==> src/txsi_defines.vh <==
// Register indices, field positions, reset values and timing counts of the tx status block
`ifndef TXSI_DEFINES_VH
`define TXSI_DEFINES_VH

// Register indices; byte address is four times the index
`define TXSI_IDX_WMARK 10'h187
`define TXSI_IDX_SYNCC 10'h18e
`define TXSI_IDX_LS1 10'h190
`define TXSI_IDX_LS2 10'h191
`define TXSI_IDX_LS3 10'h192
`define TXSI_IDX_SUM 10'h19f
`define TXSI_IDX_MASK1 10'h1a0
`define TXSI_IDX_MASK2 10'h1a1
`define TXSI_IDX_MASK3 10'h1a2
`define TXSI_IDX_MODE 10'h1f0
`define TXSI_RESET_VAL 8'h00

// Sync control fields
`define TXSI_SYNC_RESYNC 0
`define TXSI_SYNC_NOAUTO 1
`define TXSI_SYNC_EN 2
`define TXSI_SYNC_CRC4 3
`define TXSI_SYNC_W 4

// Mode register fields
`define TXSI_MODE_E1 0
`define TXSI_MODE_ESF 1
`define TXSI_MODE_LOOPMF 2
`define TXSI_MODE_ALARM_EN 3
`define TXSI_MODE_W 4

// Framing status bit positions
`define TXSI_LS1_FULL 7
`define TXSI_LS1_EMPTY 6
`define TXSI_LS1_SLIP 5
`define TXSI_LS1_LOOPMF 4
`define TXSI_LS1_ALIGN 3
`define TXSI_LS1_MF 2
`define TXSI_LS1_CLKOK 1
`define TXSI_LS1_CLKLOST 0

// Hdlc status bit positions
`define TXSI_LS2_DLEMPTY 4
`define TXSI_LS2_UNDERRUN 3
`define TXSI_LS2_MSGEND 2
`define TXSI_LS2_BELOWWM 1
`define TXSI_LS2_NOTFULL 0
`define TXSI_LS2_USED 8'h1f

// Synchronizer status bit positions
`define TXSI_LS3_HUNT_NOW 1
`define TXSI_LS3_LOST 0

// Hdlc fifo depth and watermarks in bytes
`define TXSI_FIFO_DEPTH 7'h40
`define TXSI_WM_0 7'h04
`define TXSI_WM_1 7'h10
`define TXSI_WM_2 7'h20
`define TXSI_WM_3 7'h30

// Timing: frame period and event periods in ns, frame counts derived
`define TXSI_FRAME_NS 125000
`define TXSI_ALIGN_NS 250000
`define TXSI_D4_MF_NS 1500000
`define TXSI_ESF_MF_NS 3000000
`define TXSI_E1_MF_NS 2000000
`define TXSI_LOOPMF_FRAMES 72
`define TXSI_ALIGN_FRAMES (`TXSI_ALIGN_NS / `TXSI_FRAME_NS)
`define TXSI_D4_FRAMES (`TXSI_D4_MF_NS / `TXSI_FRAME_NS)
`define TXSI_ESF_FRAMES (`TXSI_ESF_MF_NS / `TXSI_FRAME_NS)
`define TXSI_E1_FRAMES (`TXSI_E1_MF_NS / `TXSI_FRAME_NS)

// Loss of tx clock: three periods of the slowest line clock, rounded up
`define TXSI_PCLK_NS 10
`define TXSI_TCLK_PERIOD_NS 648
`define TXSI_LOST_PERIODS 3
`define TXSI_LOST_CYCLES ((`TXSI_LOST_PERIODS * `TXSI_TCLK_PERIOD_NS + `TXSI_PCLK_NS - 1) / `TXSI_PCLK_NS)

`endif

==> src/txsi_event_latch.v <==
// Eight sticky event flags with write-one-to-clear, set winning over clear
`default_nettype none

module txsi_event_latch (
	// Clock and reset
	input wire pclk,
	input wire presetn,
	// Event and clear strobes per bit
	input wire [7:0] set,
	input wire [7:0] clr,
	// Latched flags
	output wire [7:0] flag
);

	genvar i;

	// One flop per flag; a set in the clearing cycle is kept
	generate
		for (i = 0; i < 8; i = i + 1)
		begin : g_bit
			reg held;
			always @(posedge pclk or negedge presetn)
			begin
				if (!presetn)
					held <= 1'b0;
				else if (set[i])
					held <= 1'b1;
				else if (clr[i])
					held <= 1'b0;
			end
			assign flag[i] = held;
		end
	endgenerate

endmodule

`default_nettype wire

==> src/txsi_clock_monitor.v <==
// Watches the sampled tx clock pin for missing transitions
`default_nettype none
`include "txsi_defines.vh"

module txsi_clock_monitor (
	// Clock and reset
	input wire pclk,
	input wire presetn,
	// Sampled tx clock pin
	input wire tx_clock_input,
	// Status
	output reg lost,
	output wire lost_rise,
	output wire restored
);

	// Count kept at 8 bits; the limit is well below 256
	localparam integer LIMIT_I = `TXSI_LOST_CYCLES;
	localparam [7:0] LIMIT = LIMIT_I[7:0];

	reg last;
	reg [7:0] quiet;
	wire edge_seen;

	assign edge_seen = tx_clock_input ^ last;
	// Pulses on entry to and exit from the lost state
	assign lost_rise = !lost && !edge_seen && (quiet == LIMIT - 8'h01);
	assign restored = lost && edge_seen;

	// Count cycles since the last transition; any edge restarts the count
	always @(posedge pclk or negedge presetn)
	begin
		if (!presetn)
		begin
			last <= 1'b0;
			quiet <= 8'h00;
			lost <= 1'b0;
		end
		else
		begin
			last <= tx_clock_input;
			if (edge_seen)
			begin
				quiet <= 8'h00;
				lost <= 1'b0;
			end
			else if (quiet != LIMIT)
			begin
				quiet <= quiet + 8'h01;
				if (quiet == LIMIT - 8'h01)
					lost <= 1'b1;
			end
		end
	end

endmodule

`default_nettype wire

==> src/txsi_top.v <==
// Transmit-side status, mask and interrupt logic of one framer port, APB slave
//
// Contract
// Sync control bit 0 allows automatic resync; 1 suppresses it.
// Resync bit rising edge starts one resync; software clears and resets to repeat.
// Store-full flag bit 7 latches when the elastic store drops a frame.
// Store-empty flag bit 6 latches when the elastic store repeats a frame.
// Slip flag bit 5 latches on any drop or repeat.
// T1 loop multiframe flag bit 4 latches every 72 frames when enabled.
// E1 align-frame flag bit 3 latches every 250 us.
// Multiframe flag latches every 1.5 ms D4, 3 ms ESF, 2 ms E1.
// Clock-restored flag bit 1 latches when tx clock activity returns.
// Clock-lost flag latches after about 3 quiet periods; alarm pin if enabled.
// Alarm pin stays high while clock absent even if flag cleared.
// Unmasked clock-lost flag pulls interrupt low; clear releases if nothing else.
// T1 data-link-empty flag bit 4 latches when link register shifted out.
// Fifo empty before message end latches underrun and sends an abort.
// Message-end flag bit 2 latches when a message completes.
// Below-watermark flag latches on rising edge of below-watermark condition.
// Not-full flag latches on rising edge of not-full condition.
// While hunting, bit 1 reads 1 live and latched bit 0 sets.
// Summary bits 0..2 show which status register has unmasked pending flags.
// Mask bit 1 passes its flag to the interrupt, 0 blocks; reset 0.
// Framing and hdlc flags all sticky; synchronizer register mixes kinds.
// Watermark select 00..11 gives 4, 16, 32, 48 bytes.
// Synchronizer and its loss reporting work only when enabled.
// Flags stay until cleared; interrupt is OR of unmasked flags.
// T1-only or E1-only flags never set in the other mode.
//
// Our own choice: register access over APB.
`default_nettype none
`include "txsi_defines.vh"

module txsi_top (
	// APB slave
	input wire pclk,
	input wire presetn,
	input wire psel,
	input wire penable,
	input wire pwrite,
	input wire [11:0] paddr,
	input wire [31:0] pwdata,
	output reg [31:0] prdata,
	output wire pready,
	output reg pslverr,
	// Elastic store events
	input wire store_drop,
	input wire store_repeat,
	// Frame timing, one pulse per transmitted frame
	input wire frame_pulse,
	// Tx clock pin, taken as synchronous
	input wire tx_clock_input,
	// Data link and hdlc fifo
	input wire data_link_shift_done,
	input wire [6:0] fifo_level,
	input wire message_open,
	input wire message_done,
	// Synchronizer datapath
	input wire sync_searching,
	// Synchronizer control outputs
	output wire tx_synchronizer_enable,
	output wire auto_resync_enable,
	output reg resync_start,
	output wire crc4_search,
	// Hdlc abort request
	output reg abort_send,
	// Alarm and interrupt pins
	output wire tx_clock_lost,
	output wire irq_out_n_o,
	output wire irq_out_n_oe
);

	// Software-written control state
	reg [1:0] watermark_select;
	reg [`TXSI_SYNC_W-1:0] sync_ctl;
	reg [`TXSI_MODE_W-1:0] mode_ctl;
	reg [7:0] tx_mask_framing;
	reg [7:0] tx_mask_hdlc;
	reg [7:0] tx_mask_synchronizer;

	// Event history
	reg resync_prev;
	reg below_prev;
	reg not_full_prev;
	reg fifo_was_empty;
	reg [6:0] frame_count;

	// Decoded access
	wire [9:0] idx;
	wire wr;
	wire setup;
	wire mapped;
	wire e1_mode;
	wire esf_mode;
	wire auto_resync_disable;
	wire clk_lost_level;
	wire clk_lost_rise;
	wire clk_restored;
	wire below_watermark_now;
	wire not_full_now;
	wire sync_hunting_now;
	wire underrun;
	wire [6:0] threshold;
	wire [6:0] frame_wrap;
	wire frame_last;
	wire align_due;
	wire mf_due;
	wire [7:0] set_ls1;
	wire [7:0] set_ls2;
	wire [7:0] set_ls3;
	wire [7:0] clr_ls1;
	wire [7:0] clr_ls2;
	wire [7:0] clr_ls3;
	wire [7:0] tx_latched_status_framing;
	wire [7:0] tx_latched_status_hdlc;
	wire [7:0] ls3_latched;
	wire [7:0] tx_status_synchronizer;
	wire [7:0] tx_interrupt_summary;
	reg [7:0] next_read;

	// Frame periods as 7-bit constants; every period fits below 128 frames
	localparam integer ALIGN_I = `TXSI_ALIGN_FRAMES;
	localparam integer D4_I = `TXSI_D4_FRAMES;
	localparam integer ESF_I = `TXSI_ESF_FRAMES;
	localparam integer E1_I = `TXSI_E1_FRAMES;
	localparam integer LOOP_I = `TXSI_LOOPMF_FRAMES;
	localparam [6:0] ALIGN_N = ALIGN_I[6:0];
	localparam [6:0] D4_N = D4_I[6:0];
	localparam [6:0] ESF_N = ESF_I[6:0];
	localparam [6:0] E1_N = E1_I[6:0];
	localparam [6:0] LOOP_N = LOOP_I[6:0];

	assign idx = paddr[11:2];
	assign setup = psel && !penable;
	assign wr = psel && penable && pwrite;
	assign pready = 1'b1;

	assign e1_mode = mode_ctl[`TXSI_MODE_E1];
	assign esf_mode = mode_ctl[`TXSI_MODE_ESF];
	assign auto_resync_disable = sync_ctl[`TXSI_SYNC_NOAUTO];
	assign tx_synchronizer_enable = sync_ctl[`TXSI_SYNC_EN];
	assign crc4_search = sync_ctl[`TXSI_SYNC_CRC4] && e1_mode;

	// Auto resync only when the synchronizer runs and software has not blocked it
	assign auto_resync_enable = tx_synchronizer_enable && !auto_resync_disable;

	// Address map check; unmapped indices answer with an error
	assign mapped = (idx == `TXSI_IDX_WMARK) || (idx == `TXSI_IDX_SYNCC) ||
		(idx == `TXSI_IDX_LS1) || (idx == `TXSI_IDX_LS2) || (idx == `TXSI_IDX_LS3) ||
		(idx == `TXSI_IDX_SUM) || (idx == `TXSI_IDX_MASK1) || (idx == `TXSI_IDX_MASK2) ||
		(idx == `TXSI_IDX_MASK3) || (idx == `TXSI_IDX_MODE);

	// Control registers, written at the access edge
	always @(posedge pclk or negedge presetn)
	begin
		if (!presetn)
		begin
			watermark_select <= 2'h0;
			sync_ctl <= 4'h0;
			mode_ctl <= 4'h0;
			tx_mask_framing <= `TXSI_RESET_VAL;
			tx_mask_hdlc <= `TXSI_RESET_VAL;
			tx_mask_synchronizer <= `TXSI_RESET_VAL;
		end
		else if (wr)
		begin
			if (idx == `TXSI_IDX_WMARK)
				watermark_select <= pwdata[1:0];
			else if (idx == `TXSI_IDX_SYNCC)
				sync_ctl <= pwdata[`TXSI_SYNC_W-1:0];
			else if (idx == `TXSI_IDX_MODE)
				mode_ctl <= pwdata[`TXSI_MODE_W-1:0];
			else if (idx == `TXSI_IDX_MASK1)
				tx_mask_framing <= pwdata[7:0];
			else if (idx == `TXSI_IDX_MASK2)
				tx_mask_hdlc <= pwdata[7:0] & `TXSI_LS2_USED;
			else if (idx == `TXSI_IDX_MASK3)
				tx_mask_synchronizer <= {7'h00, pwdata[0]};
		end
	end

	// Resync request: only a low-to-high change of the bit counts
	always @(posedge pclk or negedge presetn)
	begin
		if (!presetn)
		begin
			resync_prev <= 1'b0;
			resync_start <= 1'b0;
		end
		else
		begin
			resync_prev <= sync_ctl[`TXSI_SYNC_RESYNC];
			resync_start <= sync_ctl[`TXSI_SYNC_RESYNC] && !resync_prev &&
				tx_synchronizer_enable;
		end
	end

	// Frame counter; wraps at the longest period the mode needs
	assign frame_wrap = e1_mode ? E1_N : LOOP_N;
	assign frame_last = (frame_count == frame_wrap - 7'h01);
	always @(posedge pclk or negedge presetn)
	begin
		if (!presetn)
			frame_count <= 7'h00;
		else if (frame_pulse)
			frame_count <= frame_last ? 7'h00 : frame_count + 7'h01;
	end

	// Boundaries fall on the frame that closes each period
	assign align_due = frame_pulse &&
		((frame_count % ALIGN_N) == ALIGN_N - 7'h01);
	assign mf_due = frame_pulse && (e1_mode ?
		((frame_count % E1_N) == E1_N - 7'h01) :
		esf_mode ?
		((frame_count % ESF_N) == ESF_N - 7'h01) :
		((frame_count % D4_N) == D4_N - 7'h01));

	// Loss of tx clock detection
	txsi_clock_monitor u_clkmon (
		.pclk(pclk),
		.presetn(presetn),
		.tx_clock_input(tx_clock_input),
		.lost(clk_lost_level),
		.lost_rise(clk_lost_rise),
		.restored(clk_restored)
	);

	// Alarm follows the live condition, not the clearable flag
	assign tx_clock_lost = clk_lost_level && mode_ctl[`TXSI_MODE_ALARM_EN];

	// Framing event sources; mode-specific ones gated by mode
	assign set_ls1[`TXSI_LS1_FULL] = store_drop;
	assign set_ls1[`TXSI_LS1_EMPTY] = store_repeat;
	assign set_ls1[`TXSI_LS1_SLIP] = store_drop || store_repeat;
	assign set_ls1[`TXSI_LS1_LOOPMF] = !e1_mode && mode_ctl[`TXSI_MODE_LOOPMF] &&
		frame_pulse && frame_last;
	assign set_ls1[`TXSI_LS1_ALIGN] = e1_mode && align_due;
	assign set_ls1[`TXSI_LS1_MF] = mf_due;
	assign set_ls1[`TXSI_LS1_CLKOK] = clk_restored;
	assign set_ls1[`TXSI_LS1_CLKLOST] = clk_lost_rise;

	// Hdlc fifo conditions
	assign threshold = (watermark_select == 2'h0) ? `TXSI_WM_0 :
		(watermark_select == 2'h1) ? `TXSI_WM_1 :
		(watermark_select == 2'h2) ? `TXSI_WM_2 : `TXSI_WM_3;
	assign below_watermark_now = fifo_level < threshold;
	assign not_full_now = fifo_level != `TXSI_FIFO_DEPTH;
	assign underrun = message_open && (fifo_level == 7'h00) && !fifo_was_empty;

	// Edge history for the hdlc conditions
	always @(posedge pclk or negedge presetn)
	begin
		if (!presetn)
		begin
			below_prev <= 1'b0;
			not_full_prev <= 1'b0;
			fifo_was_empty <= 1'b0;
			abort_send <= 1'b0;
		end
		else
		begin
			below_prev <= below_watermark_now;
			not_full_prev <= not_full_now;
			fifo_was_empty <= fifo_level == 7'h00;
			abort_send <= underrun;
		end
	end

	// Hdlc event sources
	assign set_ls2[7:5] = 3'h0;
	assign set_ls2[`TXSI_LS2_DLEMPTY] = !e1_mode && data_link_shift_done;
	assign set_ls2[`TXSI_LS2_UNDERRUN] = underrun;
	assign set_ls2[`TXSI_LS2_MSGEND] = message_done;
	assign set_ls2[`TXSI_LS2_BELOWWM] = below_watermark_now && !below_prev;
	assign set_ls2[`TXSI_LS2_NOTFULL] = not_full_now && !not_full_prev;

	// Synchronizer: live hunting bit plus a sticky copy
	assign sync_hunting_now = tx_synchronizer_enable && sync_searching;
	assign set_ls3 = {7'h00, sync_hunting_now};

	// Write-one-to-clear strobes, one per status register
	assign clr_ls1 = (wr && idx == `TXSI_IDX_LS1) ? pwdata[7:0] : 8'h00;
	assign clr_ls2 = (wr && idx == `TXSI_IDX_LS2) ? pwdata[7:0] : 8'h00;
	assign clr_ls3 = (wr && idx == `TXSI_IDX_LS3) ? {7'h00, pwdata[0]} : 8'h00;

	// Sticky flags
	txsi_event_latch u_ls1 (
		.pclk(pclk),
		.presetn(presetn),
		.set(set_ls1),
		.clr(clr_ls1),
		.flag(tx_latched_status_framing)
	);
	txsi_event_latch u_ls2 (
		.pclk(pclk),
		.presetn(presetn),
		.set(set_ls2),
		.clr(clr_ls2),
		.flag(tx_latched_status_hdlc)
	);
	txsi_event_latch u_ls3 (
		.pclk(pclk),
		.presetn(presetn),
		.set(set_ls3),
		.clr(clr_ls3),
		.flag(ls3_latched)
	);

	// Live bit never reaches the interrupt; only the latched bit is masked in
	assign tx_status_synchronizer = {6'h00, sync_hunting_now, ls3_latched[0]};

	// Summary bits clear as soon as the flags or masks are serviced
	assign tx_interrupt_summary = {5'h00,
		|(ls3_latched & tx_mask_synchronizer),
		|(tx_latched_status_hdlc & tx_mask_hdlc),
		|(tx_latched_status_framing & tx_mask_framing)};

	// Open-drain interrupt: pull low while anything unmasked is pending
	assign irq_out_n_o = 1'b0;
	assign irq_out_n_oe = |tx_interrupt_summary;

	// Read mux, captured in the setup phase so data is ready in the access phase
	always @*
	begin
		next_read = 8'h00;
		if (idx == `TXSI_IDX_WMARK)
			next_read = {6'h00, watermark_select};
		else if (idx == `TXSI_IDX_SYNCC)
			next_read = {4'h0, sync_ctl};
		else if (idx == `TXSI_IDX_LS1)
			next_read = tx_latched_status_framing;
		else if (idx == `TXSI_IDX_LS2)
			next_read = tx_latched_status_hdlc;
		else if (idx == `TXSI_IDX_LS3)
			next_read = tx_status_synchronizer;
		else if (idx == `TXSI_IDX_SUM)
			next_read = tx_interrupt_summary;
		else if (idx == `TXSI_IDX_MASK1)
			next_read = tx_mask_framing;
		else if (idx == `TXSI_IDX_MASK2)
			next_read = tx_mask_hdlc;
		else if (idx == `TXSI_IDX_MASK3)
			next_read = tx_mask_synchronizer;
		else if (idx == `TXSI_IDX_MODE)
			next_read = {4'h0, mode_ctl};
	end

	// Read data and error flag register on the setup cycle
	always @(posedge pclk or negedge presetn)
	begin
		if (!presetn)
		begin
			prdata <= 32'h00000000;
			pslverr <= 1'b0;
		end
		else if (setup)
		begin
			prdata <= pwrite ? 32'h00000000 : {24'h000000, next_read};
			pslverr <= !mapped;
		end
	end

endmodule

`default_nettype wire

==> config.mk <==
export PLATFORM = sky130hd
export DESIGN_NAME = txsi_top
export DESIGN_NICKNAME = d
export VERILOG_FILES = /design/src/txsi_event_latch.v /design/src/txsi_clock_monitor.v /design/src/txsi_top.v
export VERILOG_INCLUDE_DIRS = /design/src
export SDC_FILE = /design/constraint.sdc
export NUM_CORES = 1
export LEC_CHECK = 0
export BUFFER_PORTS_ARGS = -buffer_cell sky130_fd_sc_hd__buf_4
export CAP_MARGIN = 20
export CORE_ASPECT_RATIO = 2
export CORE_UTILIZATION = 46
export DETAILED_ROUTE_END_ITERATION = 8
export PLACE_DENSITY = 0.71
export SLEW_MARGIN = 20
export SYNTH_ARGS = -nofsm -noshare
export SYNTH_HDL_FRONTEND = slang
export SYNTH_SLANG_ARGS = --single-unit
==> constraint.sdc <==
create_clock -name pclk -period 4.8 [get_ports pclk]
set_input_delay 0.48 -clock pclk [delete_from_list [all_inputs] [get_ports pclk]]
set_output_delay 0.48 -clock pclk [all_outputs]
set_load 0.02 [all_outputs]
==> flow_metrics.tcl <==
set metrics [dict create \
    n_fill_cell 828 \
    grt_overflow 0 \
    hold_viol 0 \
    clock-sinks 70 \
    wl_um 10200 \
    synthesis.instances 440 \
    viasPerCell 5.82 \
    fin_nets 551 \
    p_leak_nw 2.17 \
    postRouteAntennaNets 0 \
    slowest_stage "dfrtp_1" \
    cpMostUsedCell "o211ai_1" \
    postCtsSetupBuffers 0 \
    finalWorstSetupSlack_ns 2.52 \
    crit_path_end_kind "flop" \
    io_buffers 53 \
    synth_cell_types 70 \
    io_pins 106 \
    critPathMaxFanout 16 \
    rows 49 \
    dr.pass1.iters 4 \
    worstSetupPathType "reg -> reg" \
    grt_pass1_wl_um 16700 \
    grt_pass1_vias 3370 \
    netlist_top_cells_count "dfrtp_1, nand2_1, nor2_1, buf_4, mux2_2" \
    grt.total_usage 0.220 \
    holdCritPathClass "in -> async" \
    synth_top_area_share 0.412 \
    die_h_um 138 \
    clk_pin_slew_ns 0.06 \
    place.gp.congestion 0.945 \
    netlist_top_cells_area "dfrtp_1, mux2_2, buf_4" \
    first_iter_violations 278 \
    dp_slack_ns 2.33 \
    clock_latency_ns 0.34 \
    vias 3411 \
    crit_chain "ha_1 -> mux2i_1 -> nor2_1 -> a2111o_1 -> o211ai_1 -> o211ai_1" \
    area_delta_synth_final_pct 14.1 \
    fin_tns_setup_ns 0 \
    rsz0062_at_grt "no" \
    cts_buffers 9 \
    synth-main-ff-cell "dfrtp_1" \
    routedWlPerCell_um 17.4 \
    coreArea_mm2 0.00901 \
    synth_top_cell_by_area "dfrtp_1" \
    outcome "finished, final reports clean" \
    dieArea_mm2 0.00967 \
    dieWidth_um 70.0 \
    clock.fmax_mhz 440 \
    power_mw 1.66 \
    holdWs_ns 0.244 \
    tritoncts "done" \
    start_kind "flop" \
    min_period_ns 2.28 \
    antenna_cells 0 \
    cts_max_level 3 \
    grt_antenna_before_repair 0 \
    p_per_area_mw_per_mm2 342 \
    synth_edf_count 0 \
    synth_seq_cells 70 \
    slowest_delay_ns 0.63 \
    grt_max_degree 71 \
    yosysSeqAreaShare 0.412 \
    synth.most_common_cell "dfrtp_1" \
    start_util 0.472 \
    vdd_drop_max_mv 0.234 \
    cts_hold_buf 0 \
    crit_arrival_ns 2.48 \
    yosysWarnings 0 \
    syn_avg_cell_area_um2 9.67 \
    drc 0 \
    slew-limit-headroom 0.421 \
    required_ns 5.01 \
    cts_root_buffer "clkbuf_16" \
    drv_cap 0 \
    fin_crit_sh 0.474 \
    fin_worst_skew_ns 0.00711 \
    dp_hpwl_um 7720 \
    synth_area_mm2 0.00426 \
    setup_viol 0 \
    clk_path_buf_depth 2 \
    drive_above_1_share 0.219 \
    cts_resized 0 \
    drv_slew 0 \
    worstMarginPinSlew_ns 0.869 \
    synthArstFlopShare 1.00 \
]
final timing paths:
kind / startpoint / to / slack, ns / cells after the start
min: presetn / u_clkmon.quiet[7]$_DFFE_PN0P_ / 0.24 / 1
min reg2reg: resync_prev$_DFF_PN0_ / resync_start$_DFF_PN0_ / 0.40 / 1
min in group pclk: tx_clock_input / u_clkmon.last$_DFF_PN0_ / 0.27 / 1
max: frame_count[5]$_DFFE_PN0P_ / u_ls1.g_bit[2].held$_DFFE_PN0P_ / 2.52 / 6
max in group asynchronous: presetn / frame_count[5]$_DFFE_PN0P_ / 3.97 / 1
max reg2reg: frame_count[5]$_DFFE_PN0P_ / u_ls1.g_bit[2].held$_DFFE_PN0P_ / 2.52 / 6
flip-flops by register name, indices dropped and copies added (netlist names), 5 cells and up:
signal,flops
frame_count,7
u_clkmon.quiet,8
tx_mask_hdlc,5
u_ls2.g_bit.held,5
tx_mask_framing,8
u_ls1.g_bit.held,8
prdata,8
critical path, delay by kind of cell (launching register included):
kind	cells	cell delay, ns
muxes	1	0.37
DFF	1	0.63
AOI/OAI and AO/OA	3	0.70
adders and majority gates	1	0.37
and+or+nand+nor	1	0.09
routing by layer:
metal | vias to the layer above | track usage | wire [um]
li1 | 1627 | - | -
met1 | 1662 | 0.232 | 3780
met2 | 95 | 0.393 | 5570
met3 | 27 | 0.0423 | 331
met4 | 0 | 0.136 | 492
met5 | - | 0 | 0
kinds of logic (layout without fill, tap and decap cells):
group | after synthesis | in the layout | synth area share
compound gates | 85 | 85 | 0.144
xor+xnor | 14 | 14 | 0.0288
fa+ha+maj | 8 | 8 | 0.0235
buf+inv | 63 | 83 | 0.0835
flops | 70 | 70 | 0.412
mux | 33 | 33 | 0.0885
other cells | 2 | 26 | 0.00176
simple gates | 165 | 165 | 0.219
per-stage QoR:
stage,instances,util,instance area [um2]
after CTS,586,0.539,4850
after global placement,570,0.507,4570
final,586,0.539,4850
after floorplan,464,-,4350
after detailed placement,570,0.507,4570
after global routing,586,0.539,4850
cells in the final DEF, fill, tap and decap left out, types with 3 or more instances in the layout:
master     netlist  final
a211oi_1         3      3
a21o_1           5      5
a21oi_1         12     12
a22o_1           4      4
a22oi_1         11     11
a31oi_1          4      4
a32o_1           4      4
and2_1           3      3
and3_1           8      8
and4_1           3      3
buf_4           27     53
clkbuf_16        0      9
conb_1           2     26
dfrtp_1         70     70
ha_1             8      8
inv_1           14     14
mux2_2          21     21
mux2_4           4      4
mux2i_1          8      8
nand2_1         47     47
nand2b_1         5      5
nand3_1         20     20
nand3b_1         5      5
nand4_1          7      7
nor2_1          35     35
nor2b_1          3      3
nor4bb_1         3      3
o211ai_1         6      6
o21ai_0         12     12
o22ai_1          4      4
xnor2_1          5      5
xor2_1           9      9
where the power goes:
part	total [mW]	internal [mW]	switching [mW]
clock	0.622	0.366	0.256
combinational	0.298	0.136	0.162
sequential	0.739	0.630	0.109
total	1.66	1.13	0.527
final cells by class:
| type | instances | area, um2 | share of cell area |
|---|---|---|---|
| Sequential cell | 70 | 1750 | 0.361 |
| Inverter | 14 | 52.6 | 0.0108 |
| Clock inverter | 6 | 46.3 | 0.00954 |
| Clock buffer | 10 | 239 | 0.0492 |
| Multi-Input combinational cell | 331 | 2240 | 0.461 |
| Timing Repair Buffer | 53 | 398 | 0.0820 |
| Tap cell | 102 | 128 | 0.0263 |
(Power assumes the default switching activity.)
